`src/boot_cmd_pkg.sv`:
```
// constants for the key check and bit rate command handler
package boot_cmd_pkg;
  localparam logic [7:0]   CMD_LEAD        = 8'h01;
  localparam logic [7:0]   REPLY_LEAD      = 8'h81;
  localparam logic [7:0]   TRAILER         = 8'h03;
  localparam logic [7:0]   OP_KEY          = 8'h30;
  localparam logic [7:0]   OP_RATE         = 8'h34;
  localparam logic [7:0]   LEN_HIGH        = 8'h00;
  localparam logic [7:0]   LEN_KEY         = 8'h11;
  localparam logic [7:0]   LEN_RATE        = 8'h05;
  localparam logic [7:0]   LEN_REPLY       = 8'h02;
  localparam logic [7:0]   REPLY_KEY_ERR   = 8'hB0;
  localparam logic [7:0]   REPLY_RATE_ERR  = 8'hB4;
  localparam logic [7:0]   ST_OK           = 8'h00;
  localparam logic [7:0]   ST_PACKET       = 8'hC1;
  localparam logic [7:0]   ST_CHECKSUM     = 8'hC2;
  localparam logic [7:0]   ST_FLOW         = 8'hC3;
  localparam logic [7:0]   ST_MARGIN       = 8'hD4;
  localparam logic [7:0]   ST_PROTECT      = 8'hDA;
  localparam logic [7:0]   ST_MISMATCH     = 8'hDB;
  localparam logic [7:0]   ST_DISABLE      = 8'hDC;
  localparam logic [7:0]   ST_ERASE        = 8'hE1;
  localparam logic [7:0]   ST_WRITE        = 8'hE2;
  localparam logic [7:0]   ST_SEQUENCER    = 8'hE7;
  localparam logic [127:0] MASS_ERASE_KEY  =
    128'h414C6552_415345FF_FFFFFFFF_FFFFFFFF;
  localparam logic [31:0]  HALF_THRESHOLD  = 32'h0000_0020;
  localparam logic [7:0]   DIVISOR_MAX     = 8'hFF;
  localparam logic [7:0]   DUTY_MIN        = 8'h80;
  localparam logic [1:0]   PRESCALE_SEL    = 2'h0;
  localparam logic [36:0]  MARGIN_FACTOR   = 37'h00_0000_0019;
  localparam logic [5:0]   DIV_STEPS       = 6'h30;
  localparam logic [2:0]   REPLY_LAST      = 3'h6;
  localparam logic [4:0]   REG_STATUS      = 5'h00;
  localparam logic [4:0]   REG_RATE        = 5'h04;
  localparam logic [4:0]   REG_CLOCK       = 5'h08;
  localparam logic [4:0]   REG_LIMIT       = 5'h0C;
  localparam logic [4:0]   REG_OUTCOME     = 5'h10;
  localparam logic [7:0]   DIVISOR_RESET   = 8'hFF;
  localparam logic [7:0]   DUTY_RESET      = 8'hFF;
  localparam logic [31:0]  CLOCK_HZ_RESET  = 32'h02FA_F080;
  localparam logic [31:0]  LIMIT_RESET     = 32'h001E_8480;
endpackage
```
`src/boot_cmd_handler.sv`:
```
// key check and bit rate command handler of the boot responder
// Operation
// - key check runs only in authentication phase, else flow error C3
// - first key byte lands on stored id bits 127:120, last on 7:0
// - stored id bit 127 zero: disable error DC, then hang for good
// - id bits 127:126 equal 10b: always compare, mass erase key ignored
// - id bits 11b with mass erase key: erase all, enter command phase
// - mass erase key is 41 4C 65 52 41 53 45 then nine FF bytes
// - key mismatch gives DB and hang; match gives OK and command phase
// - success reply is 81 00 02 30 00 CE 03
// - key check failure reply uses code B0 with one status code
// - mass erase with access window lock bit zero: protection error DA
// - erase failures report E1, write E2, sequencer E7
// - error priority: trailer C1, then checksum C2, length C1, phase
// - bit rate command only in command phase, else flow error C3
// - a failed bit rate command leaves the uart settings untouched
// - margin error D4 for deviation over 4%, zero rate or over limit
// - bit rate accepted: code 34, status 00, sum CA; rejected: B4
// - ratio below 32: half oversample, divisor 0; else ratio/32-1 sat
// - prescale select is always 00b
// - duty is 256*rate/base; overflow disables, below 128 gives 80h
// - bit rate command touches only the uart settings
// - limit is the recommended maximum uart rate in bits per second
//
// Chosen here: the placing of the registers and register access over Avalon-MM.
`timescale 1ns/1ps
module boot_cmd_handler
  import boot_cmd_pkg::*;
(
  input  wire logic          clock,
  input  wire logic          sys_rst,
  input  wire logic [4:0]    avs_address,
  input  wire logic          avs_read,
  input  wire logic          avs_write,
  input  wire logic [31:0]   avs_writedata,
  output logic      [31:0]   avs_readdata,
  output logic               avs_waitrequest,
  input  wire logic          rx_valid,
  input  wire logic [7:0]    rx_data,
  output logic               tx_valid,
  output logic      [7:0]    tx_data,
  input  wire logic          tx_ready,
  input  wire logic [127:0]  stored_id,
  input  wire logic          access_window_lock_bit,
  output logic               erase_start,
  input  wire logic          erase_done,
  input  wire logic          erase_fault,
  input  wire logic          program_fault,
  input  wire logic          sequencer_fault,
  output logic      [7:0]    bit_rate_divisor,
  output logic      [7:0]    modulation_duty,
  output logic               modulation_enable,
  output logic               half_oversample_select,
  output logic      [1:0]    prescale_select,
  output logic               command_phase
);

  typedef enum logic [3:0] {
    st_lead, st_lenh, st_lenl, st_body, st_sum, st_trail,
    st_exec, st_erase, st_div, st_reply, st_hang
  } fsm_type;

  typedef struct packed {
    fsm_type       state;
    logic          phase;
    logic          goto_hang;
    logic [15:0]   len;
    logic [15:0]   cnt;
    logic          first;
    logic [7:0]    opcode;
    logic [127:0]  key;
    logic [7:0]    sum;
    logic          sum_ok;
    logic          trail_ok;
    logic [7:0]    code;
    logic [7:0]    status;
    logic [2:0]    idx;
    logic          tx_valid;
    logic [7:0]    tx_data;
    logic          erase_start;
    logic [1:0]    stage;
    logic [5:0]    div_cnt;
    logic [47:0]   div_rem;
    logic [47:0]   div_quo;
    logic [31:0]   div_den;
    logic [31:0]   base;
    logic [7:0]    cand_divisor;
    logic          cand_half;
    logic [7:0]    divisor;
    logic [7:0]    duty;
    logic          mod_en;
    logic          half;
    logic [31:0]   clock_hz;
    logic [31:0]   limit;
    logic          waitreq;
    logic [31:0]   rdata;
  } core_type;

  core_type core_reg;
  core_type core_next;

  function automatic logic [7:0] reply_byte(input logic [2:0] i,
                                            input logic [7:0] c,
                                            input logic [7:0] s);
    case (i)
      3'h0:    reply_byte = REPLY_LEAD;
      3'h1:    reply_byte = LEN_HIGH;
      3'h2:    reply_byte = LEN_REPLY;
      3'h3:    reply_byte = c;
      3'h4:    reply_byte = s;
      3'h5:    reply_byte = 8'h00 - (LEN_HIGH + LEN_REPLY + c + s);
      default: reply_byte = TRAILER;
    endcase
  endfunction

  always_comb
  begin
    logic [47:0] rem_shift;
    logic [31:0] requested_bitrate;
    logic [31:0] ratio;
    logic [26:0] coarse;
    logic [13:0] den14;
    logic [7:0]  duty_c;
    logic [39:0] prod;
    logic [31:0] achieved;
    logic [31:0] diff;
    logic        len_ok;
    logic        is_key;
    rem_shift = 48'h0;
    requested_bitrate       = core_reg.key[31:0];
    ratio     = 32'h0;
    coarse    = 27'h0;
    den14     = 14'h0;
    duty_c    = 8'h00;
    prod      = 40'h0;
    achieved  = 32'h0;
    diff      = 32'h0;
    is_key    = (core_reg.opcode == OP_KEY);
    len_ok    = core_reg.len == {LEN_HIGH, is_key ? LEN_KEY : LEN_RATE};
    core_next = core_reg;
    core_next.erase_start = 1'b0;
    // avalon slave, one wait cycle per access
    core_next.waitreq = !((avs_read || avs_write) && core_reg.waitreq);
    if ((avs_read || avs_write) && core_reg.waitreq)
    begin
      case (avs_address)
        REG_STATUS:  core_next.rdata = {26'h0, core_reg.state == st_hang,
                       core_reg.mod_en, core_reg.half, PRESCALE_SEL,
                       core_reg.phase};
        REG_RATE:    core_next.rdata = {16'h0, core_reg.duty,
                       core_reg.divisor};
        REG_CLOCK:   core_next.rdata = core_reg.clock_hz;
        REG_LIMIT:   core_next.rdata = core_reg.limit;
        REG_OUTCOME: core_next.rdata = {16'h0, core_reg.code,
                       core_reg.status};
        default:     core_next.rdata = 32'h0;
      endcase
    end
    if (avs_write && !core_reg.waitreq)
    begin
      if (avs_address == REG_CLOCK)
        core_next.clock_hz = avs_writedata;
      if (avs_address == REG_LIMIT)
        core_next.limit = avs_writedata;
    end
    case (core_reg.state)
      st_lead:
        if (rx_valid && rx_data == CMD_LEAD)
          core_next.state = st_lenh;
      st_lenh:
        if (rx_valid)
        begin
          core_next.len[15:8] = rx_data;
          core_next.sum = rx_data;
          core_next.state = st_lenl;
        end
      st_lenl:
        if (rx_valid)
        begin
          core_next.len[7:0] = rx_data;
          core_next.cnt = {core_reg.len[15:8], rx_data};
          core_next.sum = core_reg.sum + rx_data;
          core_next.first = 1'b1;
          core_next.opcode = 8'h00;
          core_next.state = ({core_reg.len[15:8], rx_data} == 16'h0) ?
                            st_sum : st_body;
        end
      st_body:
        if (rx_valid)
        begin
          core_next.sum = core_reg.sum + rx_data;
          core_next.first = 1'b0;
          if (core_reg.first)
            core_next.opcode = rx_data;
          else
            core_next.key = {core_reg.key[119:0], rx_data};
          core_next.cnt = core_reg.cnt - 16'h1;
          if (core_reg.cnt == 16'h1)
            core_next.state = st_sum;
        end
      st_sum:
        if (rx_valid)
        begin
          core_next.sum_ok = (core_reg.sum + rx_data) == 8'h00;
          core_next.state = st_trail;
        end
      st_trail:
        if (rx_valid)
        begin
          core_next.trail_ok = (rx_data == TRAILER);
          core_next.state = st_exec;
        end
      st_exec:
      begin
        core_next.code = is_key ? REPLY_KEY_ERR : REPLY_RATE_ERR;
        core_next.goto_hang = 1'b0;
        core_next.state = st_reply;
        if (!is_key && core_reg.opcode != OP_RATE)
          core_next.state = st_lead;
        else if (!core_reg.trail_ok)
          core_next.status = ST_PACKET;
        else if (!core_reg.sum_ok)
          core_next.status = ST_CHECKSUM;
        else if (!len_ok)
          core_next.status = ST_PACKET;
        else if (is_key && core_reg.phase)
          core_next.status = ST_FLOW;
        else if (!is_key && !core_reg.phase)
          core_next.status = ST_FLOW;
        else if (is_key && !stored_id[127])
        begin
          core_next.status = ST_DISABLE;
          core_next.goto_hang = 1'b1;
        end
        else if (is_key && stored_id[126] &&
                 core_reg.key == MASS_ERASE_KEY)
        begin
          if (!access_window_lock_bit)
            core_next.status = ST_PROTECT;
          else
          begin
            core_next.erase_start = 1'b1;
            core_next.state = st_erase;
          end
        end
        else if (is_key)
        begin
          if (core_reg.key == stored_id)
          begin
            core_next.status = ST_OK;
            core_next.code = OP_KEY;
            core_next.phase = 1'b1;
          end
          else
          begin
            core_next.status = ST_MISMATCH;
            core_next.goto_hang = 1'b1;
          end
        end
        else if (requested_bitrate == 32'h0 || requested_bitrate > core_reg.limit)
          core_next.status = ST_MARGIN;
        else
        begin
          core_next.div_quo = {16'h0, core_reg.clock_hz};
          core_next.div_den = requested_bitrate;
          core_next.div_rem = 48'h0;
          core_next.div_cnt = 6'h0;
          core_next.stage = 2'h0;
          core_next.state = st_div;
        end
      end
      st_erase:
        if (erase_done)
        begin
          core_next.state = st_reply;
          if (erase_fault)
            core_next.status = ST_ERASE;
          else if (program_fault)
            core_next.status = ST_WRITE;
          else if (sequencer_fault)
            core_next.status = ST_SEQUENCER;
          else
          begin
            core_next.status = ST_OK;
            core_next.code = OP_KEY;
            core_next.phase = 1'b1;
          end
        end
      st_div:
        if (core_reg.div_cnt != DIV_STEPS)
        begin
          rem_shift = {core_reg.div_rem[46:0], core_reg.div_quo[47]};
          core_next.div_cnt = core_reg.div_cnt + 6'h1;
          if (rem_shift >= {16'h0, core_reg.div_den})
          begin
            core_next.div_rem = rem_shift - {16'h0, core_reg.div_den};
            core_next.div_quo = {core_reg.div_quo[46:0], 1'b1};
          end
          else
          begin
            core_next.div_rem = rem_shift;
            core_next.div_quo = {core_reg.div_quo[46:0], 1'b0};
          end
        end
        else
        begin
          core_next.div_rem = 48'h0;
          core_next.div_cnt = 6'h0;
          case (core_reg.stage)
            2'h0:
            begin
              ratio = core_reg.div_quo[31:0];
              coarse = ratio[31:5] - 27'h1;
              if (ratio < HALF_THRESHOLD)
              begin
                core_next.cand_half = 1'b1;
                core_next.cand_divisor = 8'h00;
                den14 = 14'h0010;
              end
              else
              begin
                core_next.cand_half = 1'b0;
                core_next.cand_divisor = (coarse > 27'hFF) ?
                                         DIVISOR_MAX : coarse[7:0];
                den14 = ({6'h0, core_next.cand_divisor} + 14'h1) << 5;
              end
              core_next.div_quo = {16'h0, core_reg.clock_hz};
              core_next.div_den = {18'h0, den14};
              core_next.stage = 2'h1;
            end
            2'h1:
            begin
              core_next.base = core_reg.div_quo[31:0];
              core_next.div_quo = {8'h00, requested_bitrate, 8'h00};
              core_next.div_den = core_reg.div_quo[31:0];
              core_next.stage = 2'h2;
            end
            default:
            begin
              core_next.state = st_reply;
              if (core_reg.div_quo > 48'hFF)
                achieved = core_reg.base;
              else
              begin
                duty_c = (core_reg.div_quo[7:0] < DUTY_MIN) ?
                         DUTY_MIN : core_reg.div_quo[7:0];
                prod = core_reg.base * {32'h0, duty_c};
                achieved = prod[39:8];
              end
              diff = (achieved > requested_bitrate) ? achieved - requested_bitrate : requested_bitrate - achieved;
              if ({5'h0, diff} * MARGIN_FACTOR > {5'h0, requested_bitrate})
                core_next.status = ST_MARGIN;
              else
              begin
                core_next.status = ST_OK;
                core_next.code = OP_RATE;
                core_next.divisor = core_reg.cand_divisor;
                core_next.half = core_reg.cand_half;
                core_next.mod_en = (core_reg.div_quo <= 48'hFF);
                core_next.duty = (core_reg.div_quo <= 48'hFF) ?
                                 duty_c : core_reg.duty;
              end
            end
          endcase
        end
      st_reply:
        if (!core_reg.tx_valid)
        begin
          core_next.tx_valid = 1'b1;
          core_next.idx = 3'h0;
          core_next.tx_data = reply_byte(3'h0, core_reg.code,
                                         core_reg.status);
        end
        else if (tx_ready)
        begin
          if (core_reg.idx == REPLY_LAST)
          begin
            core_next.tx_valid = 1'b0;
            core_next.state = core_reg.goto_hang ? st_hang : st_lead;
          end
          else
          begin
            core_next.idx = core_reg.idx + 3'h1;
            core_next.tx_data = reply_byte(core_reg.idx + 3'h1,
                                core_reg.code, core_reg.status);
          end
        end
      st_hang:
        core_next.state = st_hang;
      default:
        core_next.state = st_lead;
    endcase
  end

  always_ff @(posedge clock or posedge sys_rst)
  begin
    if (sys_rst)
    begin
      core_reg          <= '0;
      core_reg.state    <= st_lead;
      core_reg.divisor  <= DIVISOR_RESET;
      core_reg.duty     <= DUTY_RESET;
      core_reg.clock_hz <= CLOCK_HZ_RESET;
      core_reg.limit    <= LIMIT_RESET;
      core_reg.waitreq  <= 1'b1;
    end
    else
      core_reg <= core_next;
  end

  assign avs_readdata           = core_reg.rdata;
  assign avs_waitrequest        = core_reg.waitreq;
  assign tx_valid               = core_reg.tx_valid;
  assign tx_data                = core_reg.tx_data;
  assign erase_start            = core_reg.erase_start;
  assign bit_rate_divisor       = core_reg.divisor;
  assign modulation_duty        = core_reg.duty;
  assign modulation_enable      = core_reg.mod_en;
  assign half_oversample_select = core_reg.half;
  assign prescale_select        = PRESCALE_SEL;
  assign command_phase          = core_reg.phase;
endmodule

```
`config.mk`:
```
export PLATFORM = sky130hd
export DESIGN_NAME = boot_cmd_handler
export DESIGN_NICKNAME = d
export VERILOG_FILES = /design/src/boot_cmd_pkg.sv /design/src/boot_cmd_handler.sv
export SDC_FILE = /design/constraint.sdc
export NUM_CORES = 2
export LEC_CHECK = 0
export ABC_AREA = 1
export CORE_MARGIN = 4
export CORE_UTILIZATION = 40
export DETAILED_ROUTE_END_ITERATION = 16
export DONT_BUFFER_PORTS = 1
export SLEW_MARGIN = 20
export SYNTH_ARGS = -nofsm -noshare
export SYNTH_HDL_FRONTEND = slang
export SYNTH_SLANG_ARGS = --single-unit
```
`constraint.sdc`:
```
create_clock -name clock -period 40 [get_ports clock]
set_input_delay 10 -clock clock [delete_from_list [all_inputs] [get_ports clock]]
set_output_delay 10 -clock clock [all_outputs]
set_load 0.1 [all_outputs]
```
==> impl_summary.txt <==
----------------------------------------------------
[Floorplanning]
  Overall die width ... 346.3 um
  Number of top-level pins ... 248
  Full die area ... roughly 120000 um^2
  Effective utilization at floorplan ... 40.46%
  Die Y-Extent ... 346.3 um
  Core area ... 113100 um^2
  Number of placement rows ... approximately 120

[Run status]
  Run status ... finished, final reports clean

[Setup path]
  Maximum fanout along the worst path ... 26
  Critical Path RT ... 40580 ps
  Kind of launch point of the worst setup path ... flop
  Library cell contributing the largest single delay on the critical path ... sky130_fd_sc_hd__clkinv_1
  Critical Path Max Stage Delay ... around 860 ps
  Cell repeated most along the worst path ... sky130_fd_sc_hd__nand2_1
  Start-to-end type of the worst setup path ... flop to flop
  Kind of end point of the critical path ... flop
  Cell class contributing the biggest share of worst-path delay ... adder cells
  Data arrival time of the critical path ... 15410 ps
  Combined buffer and inverter count along the critical path ... 12

[Routing]
  Detailed-route DRC error count ... 0
  Routed vias ... 42300
  Routed len/inst ... 21.88 um
  Average vias per placed instance ... about 5.5
  First drt pass iteration count ... 6
  Total detailed-routing wirelength ... 169.1 mm
  Violation count after the first detailed-route iteration ... 4035
  Post-detailed-route count of antenna-violating nets ... 0

[Placed design]
  Placed insts ... 7624
  Final weighted congestion in routability-driven placement ... 0.9850
  Pre-CTS setup slack ... roughly 25000 ps
  Post-DP HPWL ... approximately 140 mm
  Input/output buffers ... 0

[Timing]
  Final slew viol count ... 0
  Final Hold Vio Count ... 0
  # setup viols final ... 0
  Actual slew at the worst max-slew pin ... ~1200 ps
  RSZ-0062 raised after global routing ... false
  Slew Limit Headroom ... 22.93%
  Highest clock frequency the design can meet ... 67.47 MHz
  Final worst path period need ... 14820 ps
  Portion of the clock cycle consumed by the worst path in the final layout ... ~37%
  Setup TNS Final ... 0 ps
  Clock Skew ... 54.59 ps
  Final worst-path setup slack ... 25180 ps

[Final layout]
  Largest register FFs ... 437
  Area growth from synthesis to final layout ... 6.335%
  Net total in the final layout ... 6917
  Final cell count without fillers ... 7730
  End-of-flow core utilization ... 43.02%
  Ratio of cells with drive above 1 in the final layout ... 4.945%

[Min path]
  Class of the worst hold path ... flop to flop

[Global routing]
  First-pass GRT wire length ... around 260 mm
  GRT Util Overall ... 27.51%
  Antenna violations before repair ... 2
  Number of global-route vias before repair ... 41070
  Maximum number of pins on one net before global-route repair ... 170
  Aggregate global routing overflow ... 0

[CTS]
  Clock tree from TritonCTS ... built
  Total number of H-tree levels ... 2
  Cts bufs inserted ... 55
  Post-CTS Setup Bufs ... 0
  Post_cts resized ... 0
  Master cell of the clock root buffer ... sky130_fd_sc_hd__clkbuf_16
  Number of clock sinks ... 499
  Hold-fix buffers at CTS ... 0
  Clk_lat worst skew ... 660 ps
  Clock transition at the registers of the reported paths ... ~70 ps
  Clock Tree Buf Depth ... 3

[Yosys]
  Number of synthesis warnings ... 0
  Area leader, netlist ... sky130_fd_sc_hd__dfrtp_1
  Proportion of synthesized flip-flops having asynchronous set or reset ... 100.0%
  Number of enable flip-flop cells after synthesis ... 0
  Average instance area after synthesis ... 7.264 um^2
  Netlist Area Pre-Place ... 45770 um^2
  Netlist cell types ... 77
  Share of synthesized area occupied by flip-flops and latches ... a little over a quarter
  Main area contributors after synthesis ... sky130_fd_sc_hd__dfrtp_1, sky130_fd_sc_hd__nand2_1, sky130_fd_sc_hd__ha_1, sky130_fd_sc_hd__fa_1, sky130_fd_sc_hd__inv_1
  Ys flop type ... sky130_fd_sc_hd__dfrtp_1
  Instance count of the mapped netlist ... 6300
  Top-area cell type share of the netlist area ... 25.32%
  Number of register bits inferred by synthesis ... 499

[Job]
  Max capacitance violation total ... 0

----------------------------------------------------
cells in the mapped netlist, types with 7 or more instances:
library cell	count
sky130_fd_sc_hd__nand3b_1	7
sky130_fd_sc_hd__nand4_1	80
sky130_fd_sc_hd__o21ai_2	15
sky130_fd_sc_hd__nor2_2	21
sky130_fd_sc_hd__a211oi_1	9
sky130_fd_sc_hd__a221oi_1	7
sky130_fd_sc_hd__o21bai_1	11
sky130_fd_sc_hd__nand3_1	159
sky130_fd_sc_hd__inv_1	1066
sky130_fd_sc_hd__o21ai_1	71
sky130_fd_sc_hd__a21o_1	8
sky130_fd_sc_hd__fa_1	209
sky130_fd_sc_hd__a22oi_1	16
sky130_fd_sc_hd__nor4_1	44
sky130_fd_sc_hd__buf_4	70
sky130_fd_sc_hd__o2111ai_1	10
sky130_fd_sc_hd__dfstp_2	36
sky130_fd_sc_hd__clkbuf_1	79
sky130_fd_sc_hd__a31oi_1	27
sky130_fd_sc_hd__buf_1	7
sky130_fd_sc_hd__nand2_2	18
sky130_fd_sc_hd__a21oi_1	373
sky130_fd_sc_hd__ha_1	343
sky130_fd_sc_hd__xnor2_1	65
sky130_fd_sc_hd__o211ai_1	21
sky130_fd_sc_hd__o21ai_0	542
sky130_fd_sc_hd__dfrtp_1	463
sky130_fd_sc_hd__o221ai_1	21
sky130_fd_sc_hd__inv_2	22
sky130_fd_sc_hd__nor3_1	48
sky130_fd_sc_hd__clkbuf_2	7
sky130_fd_sc_hd__nand2_1	1364
sky130_fd_sc_hd__buf_6	12
sky130_fd_sc_hd__buf_2	34
sky130_fd_sc_hd__nor2_4	14
sky130_fd_sc_hd__nor2_1	643
sky130_fd_sc_hd__o22ai_1	30
sky130_fd_sc_hd__o21a_1	32
sky130_fd_sc_hd__or2_2	15
sky130_fd_sc_hd__xor2_1	194
stage by stage:
step / hold WS, ps / area (um^2)
6_report: 485.1 / 48660
5_1_grt: 508.0 / 48660
4_1_cts: 488.6 / 48660
3_5_place_dp: 472.3 / 46760
3_3_place_gp: 466.3 / 46750
2_1_floorplan: 449.4 / 45770
final cells by class:
cell class	count	area, um^2
Antenna cell	2	5.005
Clock buffer	78	1563
Clock inverter	26	336.6
Fill cell	11750	64450
Inverter	1094	4115
Multi-Input combinational cell	4496	27950
Sequential cell	499	12530
Tap cell	1500	1877
Timing Repair Buffer	35	287.8
cells by family (layout without fill, tap and decap cells):
group                      after synthesis  count (layout)  share of synthesized area, %
AOI/OAI and AO/OA                     1235            1235                         15.00
xor gates and xnor gates               259             259                         4.957
adders and majority gates              552             552                         18.52
buffers and inverters                 1306            1233                         11.66
DFF                                    499             499                         27.38
muxes                                    8               8                        0.1804
other                                    1               4                      0.008194
and+or+nand+nor                       2440            2440                         22.29
worst min-delay path: cells and delay by family (launching register included):
| family | cells | cell delay (ps) |
|---|---|---|
| AOI/OAI and AO/OA | 1 | 60 |
| DFF | 1 | 340 |
| and+or+nand+nor | 1 | 50 |
routing by layer:
| metal | GRT usage (%) | vias up | wire length, um |
|---|---|---|---|
| met5 | 0 | - | 0 |
| met4 | 10.09 | 0 | 7387 |
| met3 | 5.010 | 363 | 13190 |
| met2 | 43.72 | 1691 | 75690 |
| met1 | 37.54 | 20400 | 72860 |
| li1 | - | 19840 | - |
path summary, 6_finish.rpt:
check                               from                 end  slack (ps)  depth (start not counted)
max reg2reg                core_reg[195]  modulation_duty[5]       25180                         66
max in group asynchronous        sys_rst       core_reg[384]       29070                          2
min reg2reg                 core_reg[64]        core_reg[64]         490                          2
max                        core_reg[195]  modulation_duty[5]       25180                         66
min in group asynchronous        sys_rst    avs_readdata[16]        9380                          1
min                         core_reg[64]        core_reg[64]         490                          2
cell usage in the layout, fill, tap and decap left out, types with 65 or more instances in the layout:
cell type                 synthesis  routed
sky130_fd_sc_hd__nand4_1         80      80
sky130_fd_sc_hd__xor2_1         194     194
sky130_fd_sc_hd__o21ai_0        542     540
sky130_fd_sc_hd__a21oi_1        373     373
sky130_fd_sc_hd__ha_1           343     343
sky130_fd_sc_hd__xnor2_1         65      65
sky130_fd_sc_hd__o21ai_1         71      72
sky130_fd_sc_hd__nand2_1       1364    1359
sky130_fd_sc_hd__nor2_1         643     643
sky130_fd_sc_hd__inv_1         1066    1065
sky130_fd_sc_hd__dfrtp_1        463     463
sky130_fd_sc_hd__nand3_1        159     159
sky130_fd_sc_hd__fa_1           209     209
Power is left out: the tool's default activity adds up to more than one toggle a clock period on the data nets, which glitch-free logic cannot reach.
